$ cat src/pwm_msg_pkg.sv
/*
  Shared constants, record types and helper functions for the low-power
  burst-width message peer: timing in nanoseconds, cycle counts derived
  from them, and the received-message record.
  Assumes a single local timing clock whose period is CLK_NS.
*/
`default_nettype none
package pwm_msg_pkg;

  // Local timing clock
  localparam int unsigned CLK_NS = 40;

  // Transmit timing, nanoseconds
  localparam int unsigned UI_NS       = 2200; // Nominal bit unit interval
  localparam int unsigned UI_MIN_NS   = 2000;
  localparam int unsigned UI_MAX_NS   = 2400;
  localparam int unsigned ZERO_TX_NS  = 733;  // One third of a unit
  localparam int unsigned ONE_TX_NS   = 1467; // Two thirds of a unit

  // Receive acceptance windows, nanoseconds
  localparam int unsigned ZERO_RX_MIN_NS  = 450;
  localparam int unsigned ZERO_RX_MAX_NS  = 850;
  localparam int unsigned ONE_RX_MIN_NS   = 1280;
  localparam int unsigned ONE_RX_MAX_NS   = 1850;
  localparam int unsigned DELIM_RX_MIN_NS = 1900;

  // Cycle counts: nominal and longest round down, least round up
  localparam int unsigned UI_CYC       = UI_NS / CLK_NS;
  localparam int unsigned ZERO_TX_CYC  = ZERO_TX_NS / CLK_NS;
  localparam int unsigned ONE_TX_CYC   = ONE_TX_NS / CLK_NS;
  localparam int unsigned ZERO_RX_MIN  = (ZERO_RX_MIN_NS + CLK_NS - 1) / CLK_NS;
  localparam int unsigned ZERO_RX_MAX  = ZERO_RX_MAX_NS / CLK_NS;
  localparam int unsigned ONE_RX_MIN   = (ONE_RX_MIN_NS + CLK_NS - 1) / CLK_NS;
  localparam int unsigned ONE_RX_MAX   = ONE_RX_MAX_NS / CLK_NS;
  localparam int unsigned DELIM_RX_MIN = (DELIM_RX_MIN_NS + CLK_NS - 1) / CLK_NS;

  // Message geometry
  localparam int unsigned MSG_BITS   = 8;
  localparam int unsigned FIFO_DEPTH = 8;

  // Received message, one-cycle valid or error pulse with its byte
  typedef struct packed {
    logic       valid;
    logic       err;
    logic [7:0] data;
  } rx_msg_s;

  // Saturating increment of an 8-bit counter
  function automatic logic [7:0] sat_inc8(input logic [7:0] v);
    return (v == 8'hff) ? v : v + 8'h01;
  endfunction

  // Width inside an inclusive window of cycles
  function automatic logic in_win(input logic [7:0] w,
                                  input int unsigned lo,
                                  input int unsigned hi);
    return (w >= 8'(lo)) && (w <= 8'(hi));
  endfunction

endpackage
`default_nettype wire

$ cat src/pwm_msg_peer.sv
/*
  Peer port controller for burst-width coded low-power byte messages:
  an encoder that sends queued bytes framed by delimiters, and a decoder
  that measures received burst widths and rebuilds bytes.
  Assumes lfps_tx drives a burst generator (high = burst, low = idle),
  lfps_rx comes from a burst detector asynchronous to ref_clk, and ref_clk
  runs at the rate given by the package clock period.
*/
`timescale 1ns/1ns
`default_nettype none
// Function
// A zero bit is a burst for the first third of the unit, then idle.
// A one bit is a burst for the first two thirds of the unit, then idle.
// The sent unit interval lies between 2 and 2.4 us, nominally 2.2 us.
// Zero bursts are sent 0.5-0.80 us and accepted at 0.45-0.85 us.
// One bursts are sent 1.33-1.80 us and accepted at 1.28-1.85 us.
// A delimiter is one unit of burst followed by one unit of idle.
// Every transmission opens with a delimiter before the first bit.
// Every transmission closes with a delimiter after the last bit.
// Each message is one byte, sent and rebuilt least significant first.
// Back-to-back messages are separated by exactly one delimiter.
// The receiver sorts each burst by width into zero, one or delimiter.
// A bad width or a short byte before a delimiter drops it and errs.
module pwm_msg_peer #(
  parameter int unsigned FIFO_DEPTH = pwm_msg_pkg::FIFO_DEPTH
) (
  input  wire logic                 ref_clk,
  input  wire logic                 rst,
  input  wire logic                 ce,
  input  wire logic                 tx_valid,
  output var  logic                 tx_ready,
  input  wire logic [7:0]           tx_data,
  output var  logic                 tx_busy,
  output var  logic                 lfps_tx,
  input  wire logic                 lfps_rx,
  output var  pwm_msg_pkg::rx_msg_s rx_msg
);

  typedef enum logic [1:0] {
    TX_IDLE,
    TX_DHI,
    TX_DLO,
    TX_BITS
  } tx_st_e;

  localparam logic [7:0] UI_LAST   = 8'(pwm_msg_pkg::UI_CYC - 1);
  localparam logic [7:0] ZERO_W    = 8'(pwm_msg_pkg::ZERO_TX_CYC);
  localparam logic [7:0] ONE_W     = 8'(pwm_msg_pkg::ONE_TX_CYC);
  localparam logic [3:0] BITS_LAST = 4'(pwm_msg_pkg::MSG_BITS - 1);
  localparam logic [3:0] BITS_FULL = 4'(pwm_msg_pkg::MSG_BITS);

  // Transmit state
  tx_st_e     st_r;
  tx_st_e     st_nxt;
  logic [7:0] cyc_r;
  logic [7:0] cyc_nxt;
  logic [7:0] sh_r;
  logic [7:0] sh_nxt;
  logic [3:0] bit_r;
  logic [3:0] bit_nxt;
  logic       lfps_r;
  logic       lfps_nxt;

  // Queue between user and encoder
  logic       f_valid;
  logic       f_pop;
  logic [7:0] f_data;
  logic       ui_end;

  // Receive state
  logic                 rx_s;
  logic                 rx_prev_r;
  logic [7:0]           bw_r;
  logic [7:0]           bw_nxt;
  logic [7:0]           asm_r;
  logic [7:0]           asm_nxt;
  logic [3:0]           rcnt_r;
  logic [3:0]           rcnt_nxt;
  pwm_msg_pkg::rx_msg_s msg_r;
  pwm_msg_pkg::rx_msg_s msg_nxt;
  logic                 rx_fall;
  logic                 is_zero;
  logic                 is_one;
  logic                 is_delim;

  byte_fifo #(
    .WIDTH (8),
    .DEPTH (FIFO_DEPTH)
  ) u_txq (
    .ref_clk   (ref_clk),
    .rst       (rst),
    .ce        (ce),
    .in_valid  (tx_valid),
    .in_ready  (tx_ready),
    .in_data   (tx_data),
    .out_valid (f_valid),
    .out_ready (f_pop),
    .out_data  (f_data)
  );

  pin_sync3 u_rxsync (
    .ref_clk   (ref_clk),
    .rst       (rst),
    .ce        (ce),
    .pin_in    (lfps_rx),
    .level_out (rx_s)
  );

  assign ui_end = (cyc_r == UI_LAST);

  // Encoder: delimiter, eight bits, delimiter, shared between messages
  always_comb begin
    st_nxt  = st_r;
    cyc_nxt = cyc_r;
    sh_nxt  = sh_r;
    bit_nxt = bit_r;
    f_pop   = 1'b0;
    unique case (st_r)
      TX_IDLE: begin
        if (f_valid) begin
          st_nxt  = TX_DHI;
          cyc_nxt = 8'h00;
        end
      end
      TX_DHI: begin
        cyc_nxt = cyc_r + 8'h01;
        if (ui_end) begin
          st_nxt  = TX_DLO;
          cyc_nxt = 8'h00;
        end
      end
      TX_DLO: begin
        cyc_nxt = cyc_r + 8'h01;
        if (ui_end) begin
          cyc_nxt = 8'h00;
          if (f_valid) begin
            f_pop   = 1'b1;
            sh_nxt  = f_data;
            bit_nxt = 4'h0;
            st_nxt  = TX_BITS;
          end else begin
            st_nxt = TX_IDLE;
          end
        end
      end
      TX_BITS: begin
        cyc_nxt = cyc_r + 8'h01;
        if (ui_end) begin
          cyc_nxt = 8'h00;
          sh_nxt  = {1'b0, sh_r[7:1]};
          bit_nxt = bit_r + 4'h1;
          if (bit_r == BITS_LAST) begin
            st_nxt = TX_DHI;
          end
        end
      end
    endcase
    // Burst level aligned to the next state and cycle
    lfps_nxt = (st_nxt == TX_DHI) ||
               ((st_nxt == TX_BITS) &&
                (cyc_nxt < (sh_nxt[0] ? ONE_W : ZERO_W)));
  end

  // Encoder registers
  always_ff @(posedge ref_clk or posedge rst) begin
    if (rst) begin
      st_r   <= TX_IDLE;
      cyc_r  <= 8'h00;
      sh_r   <= 8'h00;
      bit_r  <= 4'h0;
      lfps_r <= 1'b0;
    end else if (ce) begin
      st_r   <= st_nxt;
      cyc_r  <= cyc_nxt;
      sh_r   <= sh_nxt;
      bit_r  <= bit_nxt;
      lfps_r <= lfps_nxt;
    end
  end

  assign lfps_tx = lfps_r;
  assign tx_busy = (st_r != TX_IDLE);

  // Burst width classification on the falling edge
  assign rx_fall  = rx_prev_r && !rx_s;
  assign is_zero  = pwm_msg_pkg::in_win(bw_r, pwm_msg_pkg::ZERO_RX_MIN,
                                        pwm_msg_pkg::ZERO_RX_MAX);
  assign is_one   = pwm_msg_pkg::in_win(bw_r, pwm_msg_pkg::ONE_RX_MIN,
                                        pwm_msg_pkg::ONE_RX_MAX);
  assign is_delim = (bw_r >= 8'(pwm_msg_pkg::DELIM_RX_MIN));

  // Decoder: count burst, then shift a bit in or close the byte
  always_comb begin
    bw_nxt        = rx_s ? pwm_msg_pkg::sat_inc8(bw_r) : 8'h00;
    asm_nxt       = asm_r;
    rcnt_nxt      = rcnt_r;
    msg_nxt       = msg_r;
    msg_nxt.valid = 1'b0;
    msg_nxt.err   = 1'b0;
    if (rx_fall) begin
      if (is_zero || is_one) begin
        if (rcnt_r == BITS_FULL) begin
          msg_nxt.err = 1'b1;
          rcnt_nxt    = 4'h0;
        end else begin
          asm_nxt  = {is_one, asm_r[7:1]};
          rcnt_nxt = rcnt_r + 4'h1;
        end
      end else if (is_delim) begin
        if (rcnt_r == BITS_FULL) begin
          msg_nxt.valid = 1'b1;
          msg_nxt.data  = asm_r;
        end else if (rcnt_r != 4'h0) begin
          msg_nxt.err = 1'b1;
        end
        rcnt_nxt = 4'h0;
      end else begin
        msg_nxt.err = 1'b1;
        rcnt_nxt    = 4'h0;
      end
    end
  end

  // Decoder registers
  always_ff @(posedge ref_clk or posedge rst) begin
    if (rst) begin
      rx_prev_r <= 1'b0;
      bw_r      <= 8'h00;
      asm_r     <= 8'h00;
      rcnt_r    <= 4'h0;
      msg_r     <= '0;
    end else if (ce) begin
      rx_prev_r <= rx_s;
      bw_r      <= bw_nxt;
      asm_r     <= asm_nxt;
      rcnt_r    <= rcnt_nxt;
      msg_r     <= msg_nxt;
    end
  end

  assign rx_msg = msg_r;

  // Checking helpers: burst run length and spacing of burst starts
  localparam int HI_ZERO = pwm_msg_pkg::ZERO_TX_CYC;
  localparam int HI_ONE  = pwm_msg_pkg::ONE_TX_CYC;
  localparam int HI_UI   = pwm_msg_pkg::UI_CYC;
  logic [7:0] run_r;
  logic [7:0] gap_r;
  logic       prev_tx_r;

  always_ff @(posedge ref_clk or posedge rst) begin
    if (rst) begin
      run_r     <= 8'h00;
      gap_r     <= 8'hff;
      prev_tx_r <= 1'b0;
    end else if (ce) begin
      run_r     <= lfps_r ? pwm_msg_pkg::sat_inc8(run_r) : 8'h00;
      gap_r     <= (lfps_r && !prev_tx_r) ? 8'h01 :
                   (st_r == TX_IDLE)      ? 8'hff : // Idle forgets spacing
                                            pwm_msg_pkg::sat_inc8(gap_r);
      prev_tx_r <= lfps_r;
    end
  end
endmodule
`default_nettype wire

$ cat src/pin_sync3.sv
/*
  Three-stage synchroniser for a single pin level; the output moves only
  once the second and third stages agree.
  Assumes the pin is asynchronous to ref_clk and that ce gates all state.
*/
`timescale 1ns/1ns
`default_nettype none
module pin_sync3 (
  input  wire logic ref_clk,
  input  wire logic rst,
  input  wire logic ce,
  input  wire logic pin_in,
  output var  logic level_out
);

  logic s1_r;
  logic s2_r;
  logic s3_r;
  logic out_r;
  logic out_nxt;

  // Accept a new level only when the late stages agree
  always_comb begin
    out_nxt = (s2_r == s3_r) ? s2_r : out_r;
  end

  // Stage registers
  always_ff @(posedge ref_clk or posedge rst) begin
    if (rst) begin
      s1_r  <= 1'b0;
      s2_r  <= 1'b0;
      s3_r  <= 1'b0;
      out_r <= 1'b0;
    end else if (ce) begin
      s1_r  <= pin_in;
      s2_r  <= s1_r;
      s3_r  <= s2_r;
      out_r <= out_nxt;
    end
  end

  assign level_out = out_r;

endmodule
`default_nettype wire

$ cat src/byte_fifo.sv
/*
  Synchronous FIFO with valid/ready on both sides, width and depth set by
  parameters.
  Assumes one clock; ce low freezes pointers and contents.
*/
`timescale 1ns/1ns
`default_nettype none
module byte_fifo #(
  parameter int unsigned WIDTH = 8,
  parameter int unsigned DEPTH = 8
) (
  input  wire logic             ref_clk,
  input  wire logic             rst,
  input  wire logic             ce,
  input  wire logic             in_valid,
  output var  logic             in_ready,
  input  wire logic [WIDTH-1:0] in_data,
  output var  logic             out_valid,
  input  wire logic             out_ready,
  output var  logic [WIDTH-1:0] out_data
);

  localparam int unsigned AW = (DEPTH > 1) ? $clog2(DEPTH) : 1;

  logic [WIDTH-1:0] mem_r [DEPTH];
  logic [AW-1:0]    wr_r;
  logic [AW-1:0]    wr_nxt;
  logic [AW-1:0]    rd_r;
  logic [AW-1:0]    rd_nxt;
  logic [AW:0]      cnt_r;
  logic [AW:0]      cnt_nxt;
  logic             push;
  logic             pop;

  // Honest full and empty from the fill count
  assign in_ready  = (cnt_r != (AW+1)'(DEPTH));
  assign out_valid = (cnt_r != '0);
  assign out_data  = mem_r[rd_r];
  assign push      = in_valid && in_ready;
  assign pop       = out_valid && out_ready;

  // Pointer and count updates
  always_comb begin
    wr_nxt  = wr_r;
    rd_nxt  = rd_r;
    cnt_nxt = cnt_r;
    if (push) begin
      wr_nxt = (wr_r == AW'(DEPTH - 1)) ? '0 : wr_r + AW'(1);
    end
    if (pop) begin
      rd_nxt = (rd_r == AW'(DEPTH - 1)) ? '0 : rd_r + AW'(1);
    end
    if (push && !pop) begin
      cnt_nxt = cnt_r + (AW+1)'(1);
    end else if (pop && !push) begin
      cnt_nxt = cnt_r - (AW+1)'(1);
    end
  end

  // Pointer registers
  always_ff @(posedge ref_clk or posedge rst) begin
    if (rst) begin
      wr_r  <= '0;
      rd_r  <= '0;
      cnt_r <= '0;
    end else if (ce) begin
      wr_r  <= wr_nxt;
      rd_r  <= rd_nxt;
      cnt_r <= cnt_nxt;
    end
  end

  // Storage, no reset needed
  always_ff @(posedge ref_clk) begin
    if (ce && push) begin
      mem_r[wr_r] <= in_data;
    end
  end

endmodule
`default_nettype wire

$ cat config.mk
export PLATFORM = sky130hd
export DESIGN_NAME = pwm_msg_peer
export DESIGN_NICKNAME = d
export VERILOG_FILES = /design/src/pwm_msg_pkg.sv /design/src/pwm_msg_peer.sv /design/src/pin_sync3.sv /design/src/byte_fifo.sv
export SDC_FILE = /design/constraint.sdc
export NUM_CORES = 1
export LEC_CHECK = 0
export BUFFER_PORTS_ARGS = -buffer_cell sky130_fd_sc_hd__buf_2
export CAP_MARGIN = 20
export CORE_MARGIN = 3
export CORE_UTILIZATION = 61
export DETAILED_ROUTE_END_ITERATION = 8
export HOLD_SLACK_MARGIN = 0.06
export PLACE_DENSITY_LB_ADDON = 0.3
export SLEW_MARGIN = 10
export SYNTH_ARGS = -nofsm -noshare
export SYNTH_HDL_FRONTEND = slang
export SYNTH_SLANG_ARGS = --single-unit
$ cat constraint.sdc
create_clock -name ref_clk -period 3.3 [get_ports ref_clk]
set_input_delay 0.33 -clock ref_clk [delete_from_list [all_inputs] [get_ports ref_clk]]
set_output_delay 0.33 -clock ref_clk [all_outputs]
set_load 0.005 [all_outputs]
* After elaboration in Yosys (flattened, before gate mapping) *
Memory sizes are Yosys's and may differ from the RTL's.
Cells that the tools add are included.

cells by class
  reduce and logical (&&, ||, !) cells = 30
  mux-type cells = 43
  order comparisons = 6
  divide/modulo/power cells = 0
  bitwise operators = 2
  multipliers = 0
  shift-type cells = 0
  $add $sub $neg = 8
  equal/unequal tests = 17

operators by type and width
  kind                                                                   number
  8-bit 2-to-1 mux                                                       10
  8-bit one-hot mux with 2 select lines                                  2
  4-bit 2-to-1 mux                                                       7
  8-bit by 1-bit adder with 8-bit output, second input constant          2
  8-bit by 6-bit >= comparator with 1-bit output, second input constant  2
  4-bit by 1-bit adder with 4-bit output, second input constant          3
  1-bit 2-to-1 mux                                                       12
  2-bit 2-to-1 mux                                                       6
  2-bit AND reduction                                                    6
  10-bit 2-to-1 mux                                                      1
  5-bit AND reduction                                                    2
  1-bit logical AND                                                      9
  8-bit by 6-bit equality test with 1-bit output, second input constant  1
  8-bit equality test, second input constant                             1
  8-bit by 4-bit >= comparator with 1-bit output, second input constant  1
  8-bit by 5-bit <= comparator with 1-bit output, second input constant  1
  8-bit by 6-bit <= comparator with 1-bit output, second input constant  1
  8-bit by 6-bit less-than comparator with 1-bit output                  1
  2-bit one-hot mux with 4 select lines                                  1
  4-bit one-hot mux with 2 select lines                                  1
  4-bit nonzero test                                                     2
  3-bit by 1-bit adder with 3-bit output, second input constant          2
  2-bit equality test, second input constant                             3
  3-bit equality test, second input constant                             2
  other kinds (17)                                                       27

word-level totals
  RAM bits = 64
  bits in read-only memories = 0
  memories kept = 1
  bits in latches = 0
  input bits = 13
  logic and storage cells = 127
  bits in registers = 68

memory list
  memory       words  bits a word  rd ports  clocked after memory_dff  wr ports  line             RTL
  u_txq.mem_r  8      8            1         0                         1         byte_fifo.sv:25  logic [WIDTH-1:0] mem_r [DEPTH];

* Depth between registers and ports, before layout *
  word-level depth = 9
  gate-level depth with buffers = 15
  gate-level depth less buffers = 13

* Cells and area by module *
A second synthesis with hierarchy kept.

second synthesis, totals
  cells, all modules = 477
  area, all modules = 6252.2 µm²

modules (own cells, without submodules)
  module        area an instance (µm²)  cells an instance  instances
  byte_fifo     3190.6                  160                1
  pwm_msg_peer  2902.8                  304                1
  pin_sync3     158.9                   13                 1

* Worst setup path before layout *
No wires, ideal clock.

  kind = reg-to-reg
  start = register cyc_r[0]
  end = register lfps_r (netlist: lfps_tx)
  setup time = 0.066 ns
  cell stages (with the launch flop) = 15
  arrival = 2.489 ns
  required time = 3.234 ns
  buffers on the path = 1
  slack = 0.745 ns
  path through = dfrtp_1 inv_1 ha_1 nor3b_2 and2_1 buf_6 nand3_2 or2_1 nand3_2 inv_1 ha_1 a221oi_1 o21ai_1 a211oi_1 o311a_1

between the ends
  cells in the longest elaborated chain, start to end = 7
  elaborated cells on any way between the ends = 18
  classes of those cells = add/sub (1); order compare (1); eq/ne (3); mux (11); reduce/logical (2)

ends and longest elaborated chain
  what                                                                                            line                 RTL
  start, declared                                                                                 pwm_msg_peer.sv:55   logic [7:0] cyc_r;
  start signal, assigned                                                                          pwm_msg_peer.sv:174  cyc_r <= cyc_nxt;
  parallel branches: the longest is 6 deep, another holds 8-bit by 1-bit adder with 8-bit output  n/a
  1-bit logical OR *                                                                              pwm_msg_peer.sv:159  lfps_nxt = (st_nxt == TX_DHI) ||
  end signal, assigned                                                                            pwm_msg_peer.sv:177  lfps_r <= lfps_nxt;
  end, declared                                                                                   pwm_msg_peer.sv:61   logic lfps_r;

Every way passes the cells marked *. The select of a mux whose other input is x is not followed.
A chain may end at the register's enable or synchronous reset.

* Worst setup path after layout *
Same ends and word-level chain as after synthesis.

==> results.cfg <==
[critical_path]
crit_slowest_cell = dfrtp_1
critPathMaxFanout = 9
max_stage_delay_ns = 0.42
startpoint_type = register
worst_ep_arrival_time_ns = 3.41
worst-path-buf-inv = 2
cp_top_family = simple AND/OR/NAND/NOR gates
crit_required_ns = 3.76
crit_chain = inv_1 -> ha_1 -> nor3b_2 -> and2_2 -> nand3_2 -> or2_1 -> nand3_2 -> inv_1 -> ha_1 -> a221oi_1 -> o21ai_1 -> a211oi_1 -> o311a_1
critPathCaptureType = register
critPathKind = register to register
cp.depth = 13
r2r_cells = 13

[timing]
setup_viol = 0
holdWs_ns = 0.0758
min_period_ns = 2.95
slew_headroom = 0.420
finalSetupTns_ns = 0
fmax_mhz = 339
rsz0062_at_grt = no
finClkSkew_ns = 0.00969
slew_violations = 0
worst-slew-pin-transition_ns = 0.866
period_share = 0.894
hold_viol = 0

[route]
viasPerCell = 5.95
top_layer = met4
routed-wl-met3_microns = 540
dr_wl_met2_microns = 6020
drtIter0Drc = 214
drc = 0
drt-pass1-iter-count = 5
vias = 3953
wl_met1_microns = 4710
wl_microns = 11500
routedWlPerCell_microns = 17.4
ant_nets = 0

[clock_network]
cts_sinks = 132
cts-root-buf = clkbuf_8
clk_pin_slew_ns = 0.06
cts_made_buffers = 17
htreeDepth = 4
clk_latency_ns = 0.53
cts_max_path_buffers = 2
cts_tree = built

[yosys]
synthTopCellsByArea = edfxtp_1 (32%), dfrtp_1 (28%), mux4_2 (5.9%)
syn_area_sq_um = 6060
yosys.area.top_type = edfxtp_1
syn_area_per_cell_sq_um = 12.7
synth_cell_types = 61
ys_seq_area_frac = 0.598
syn_nets = 508
async_reset_ff_frac = 0.515
synth_warnings = 0
synth-main-ff-cell = dfrtp_1
synth_top_area_share = 0.317
netlist_instances = 476
synth_edf_count = 64
synth_seq_cells = 132

[cells_and_area]
area.sequential_sq_um = 3620
final_cell_mix = dfrtp_1 (68), edfxtp_1 (64), nand2_1 (55), o21ai_0 (35), nor2_1 (27)
multi_input_area_sq_um = 2280
diodes = 0
final_nets = 554
area_growth_pct = 15.5
n_fill_cell = 633
stdcell_count = 664
drive_gt1_frac = 0.222
final_util = 0.740
layout_commonest_cell = dfrtp_1
fin_area_sq_um = 7000

[floorplanning]
core_area_sq_um = 9460
die_w_microns = 106
start_util = 0.641
dieArea_sq_um = 11200
num_io_pins = 26
std_cell_rows = 35
die_y_microns = 106

[placement]
hpwl_microns = 7550
placed_cells = 624
portBuffers = 25
place_area_sq_um = 6340
gp_congestion = 0.898

[hold_path]
hold_path.class = input pin to register
min_delay_path_depth = 1

[pwr]
ir_worst_vdd_mv = 0.465
clkPwrFrac = 0.381
power.switching_mw = 1.40
pwr-share-comb = 0.167
p_int_mw = 3.38
p_seq_frac = 0.452
switching_share = 0.293
p_leak_nw = 2.87
power.density_nw_per_um2 = 683

[run_status]
status = finished, final reports clean

[global_route]
antenna_found_initial = 0
overflow = 0
track_usage = 0.230
grt_pass1_vias = 3984
grt_max_degree = 37
grt_pass1_wl_microns = 19700

[job]
drv_cap = 0
[cell usage after synthesis (3+ instances only)]
master,number
nand2b_1,5
mux4_2,16
dfrtp_1,68
ha_1,18
nor4_1,4
nand3_1,11
and3_1,5
o21ai_0,35
edfxtp_1,64
mux2i_1,10
clkbuf_1,6
buf_2,4
nor2_1,27
nand2_1,55
a21o_1,7
nor3_1,12
a21oi_1,21
inv_1,17
xor2_1,6
o31ai_1,3
xnor2_1,4
nand4_1,3
and2_1,3
mux2_2,23
[path summary, 6_finish.rpt]
| kind | start | end | slack, ns |
|---|---|---|---|
| worst max-delay path | cyc_r[0]$_DFFE_PP0P_ | lfps_tx$_DFFE_PP0P_ | 0.35 |
| worst min-delay path | tx_data[2] | u_txq.mem_r[2][2]$_DFFE_PP_ | 0.08 |
| worst max register to register | cyc_r[0]$_DFFE_PP0P_ | lfps_tx$_DFFE_PP0P_ | 0.35 |
| worst min register to register | rx_msg[9]$_DFFE_PP0P_ | rx_msg[9]$_DFFE_PP0P_ | 0.47 |
| max in group asynchronous | rst | sh_r[0]$_DFFE_PP0P_ | 2.09 |
| min in group asynchronous | rst | rx_msg[3]$_DFFE_PP0P_ | 0.49 |
[power by group through the flow]
stage / clock [mW] / sequential, mW / combinational (mW)
after floorplan: 0 / 2.11 / 0.618
after global placement: 0 / 2.17 / 0.747
after detailed placement: 0 / 2.19 / 0.784
after CTS: 1.86 / 2.16 / 0.800
after global routing: 1.94 / 2.20 / 0.902
final: 1.82 / 2.16 / 0.799
[routing by layer]
layer | vias to the layer above | GRT usage
met5 | - | 0
met4 | 0 | 0.0851
met3 | 28 | 0.0680
met2 | 109 | 0.391
met1 | 1968 | 0.279
li1 | 1848 | -
[state kept, by name, indices dropped and copies added (netlist names)]
register	cells
u_txq.mem_r	64
rx_msg	10
asm_r	8
bw_r	8
cyc_r	8
sh_r	8
bit_r	4
rcnt_r	4
u_txq.cnt_r	4
u_txq.rd_r	3
u_txq.wr_r	3
st_r	2
lfps_tx	1
rx_prev_r	1
u_rxsync.level_out	1
u_rxsync.s1_r	1
u_rxsync.s2_r	1
u_rxsync.s3_r	1
[stage by stage]
step	power [mW]	worst slack (ns)
finish	4.78	0.350
global route	5.05	0.0916
CTS	4.82	0.261
detailed placement	2.97	0.289
global placement	2.91	0.442
floorplan	2.73	0.745
[cell type report]
cell class	count	share of cell area
inverters	18	0.00965
clock buffers	17	0.0592
repair buffers	44	0.0411
clock inverters	15	0.0239
flip-flops and latches	132	0.518
multi-input cells	309	0.325
well taps	129	0.0231
[cells by family after synthesis]
group,Yosys count,synth area share
multiplexers,49,0.119
AO/OA/AOI/OAI,84,0.0830
AND/OR/NAND/NOR,147,0.119
XOR/XNOR,10,0.0145
flip-flops,132,0.598
buffers and inverters,35,0.0264
adder cells (fa/ha/maj),19,0.0405
[what timing repair did]
item                                    in CTS  in global routing
gates resized for setup                      0                  1
endpoints found under the setup margin       0                  1
endpoints found under the hold margin       82                  0
hold buffers                                 8                  0
setup buffers                                0                  0
Power figures use the tool's default switching activity.
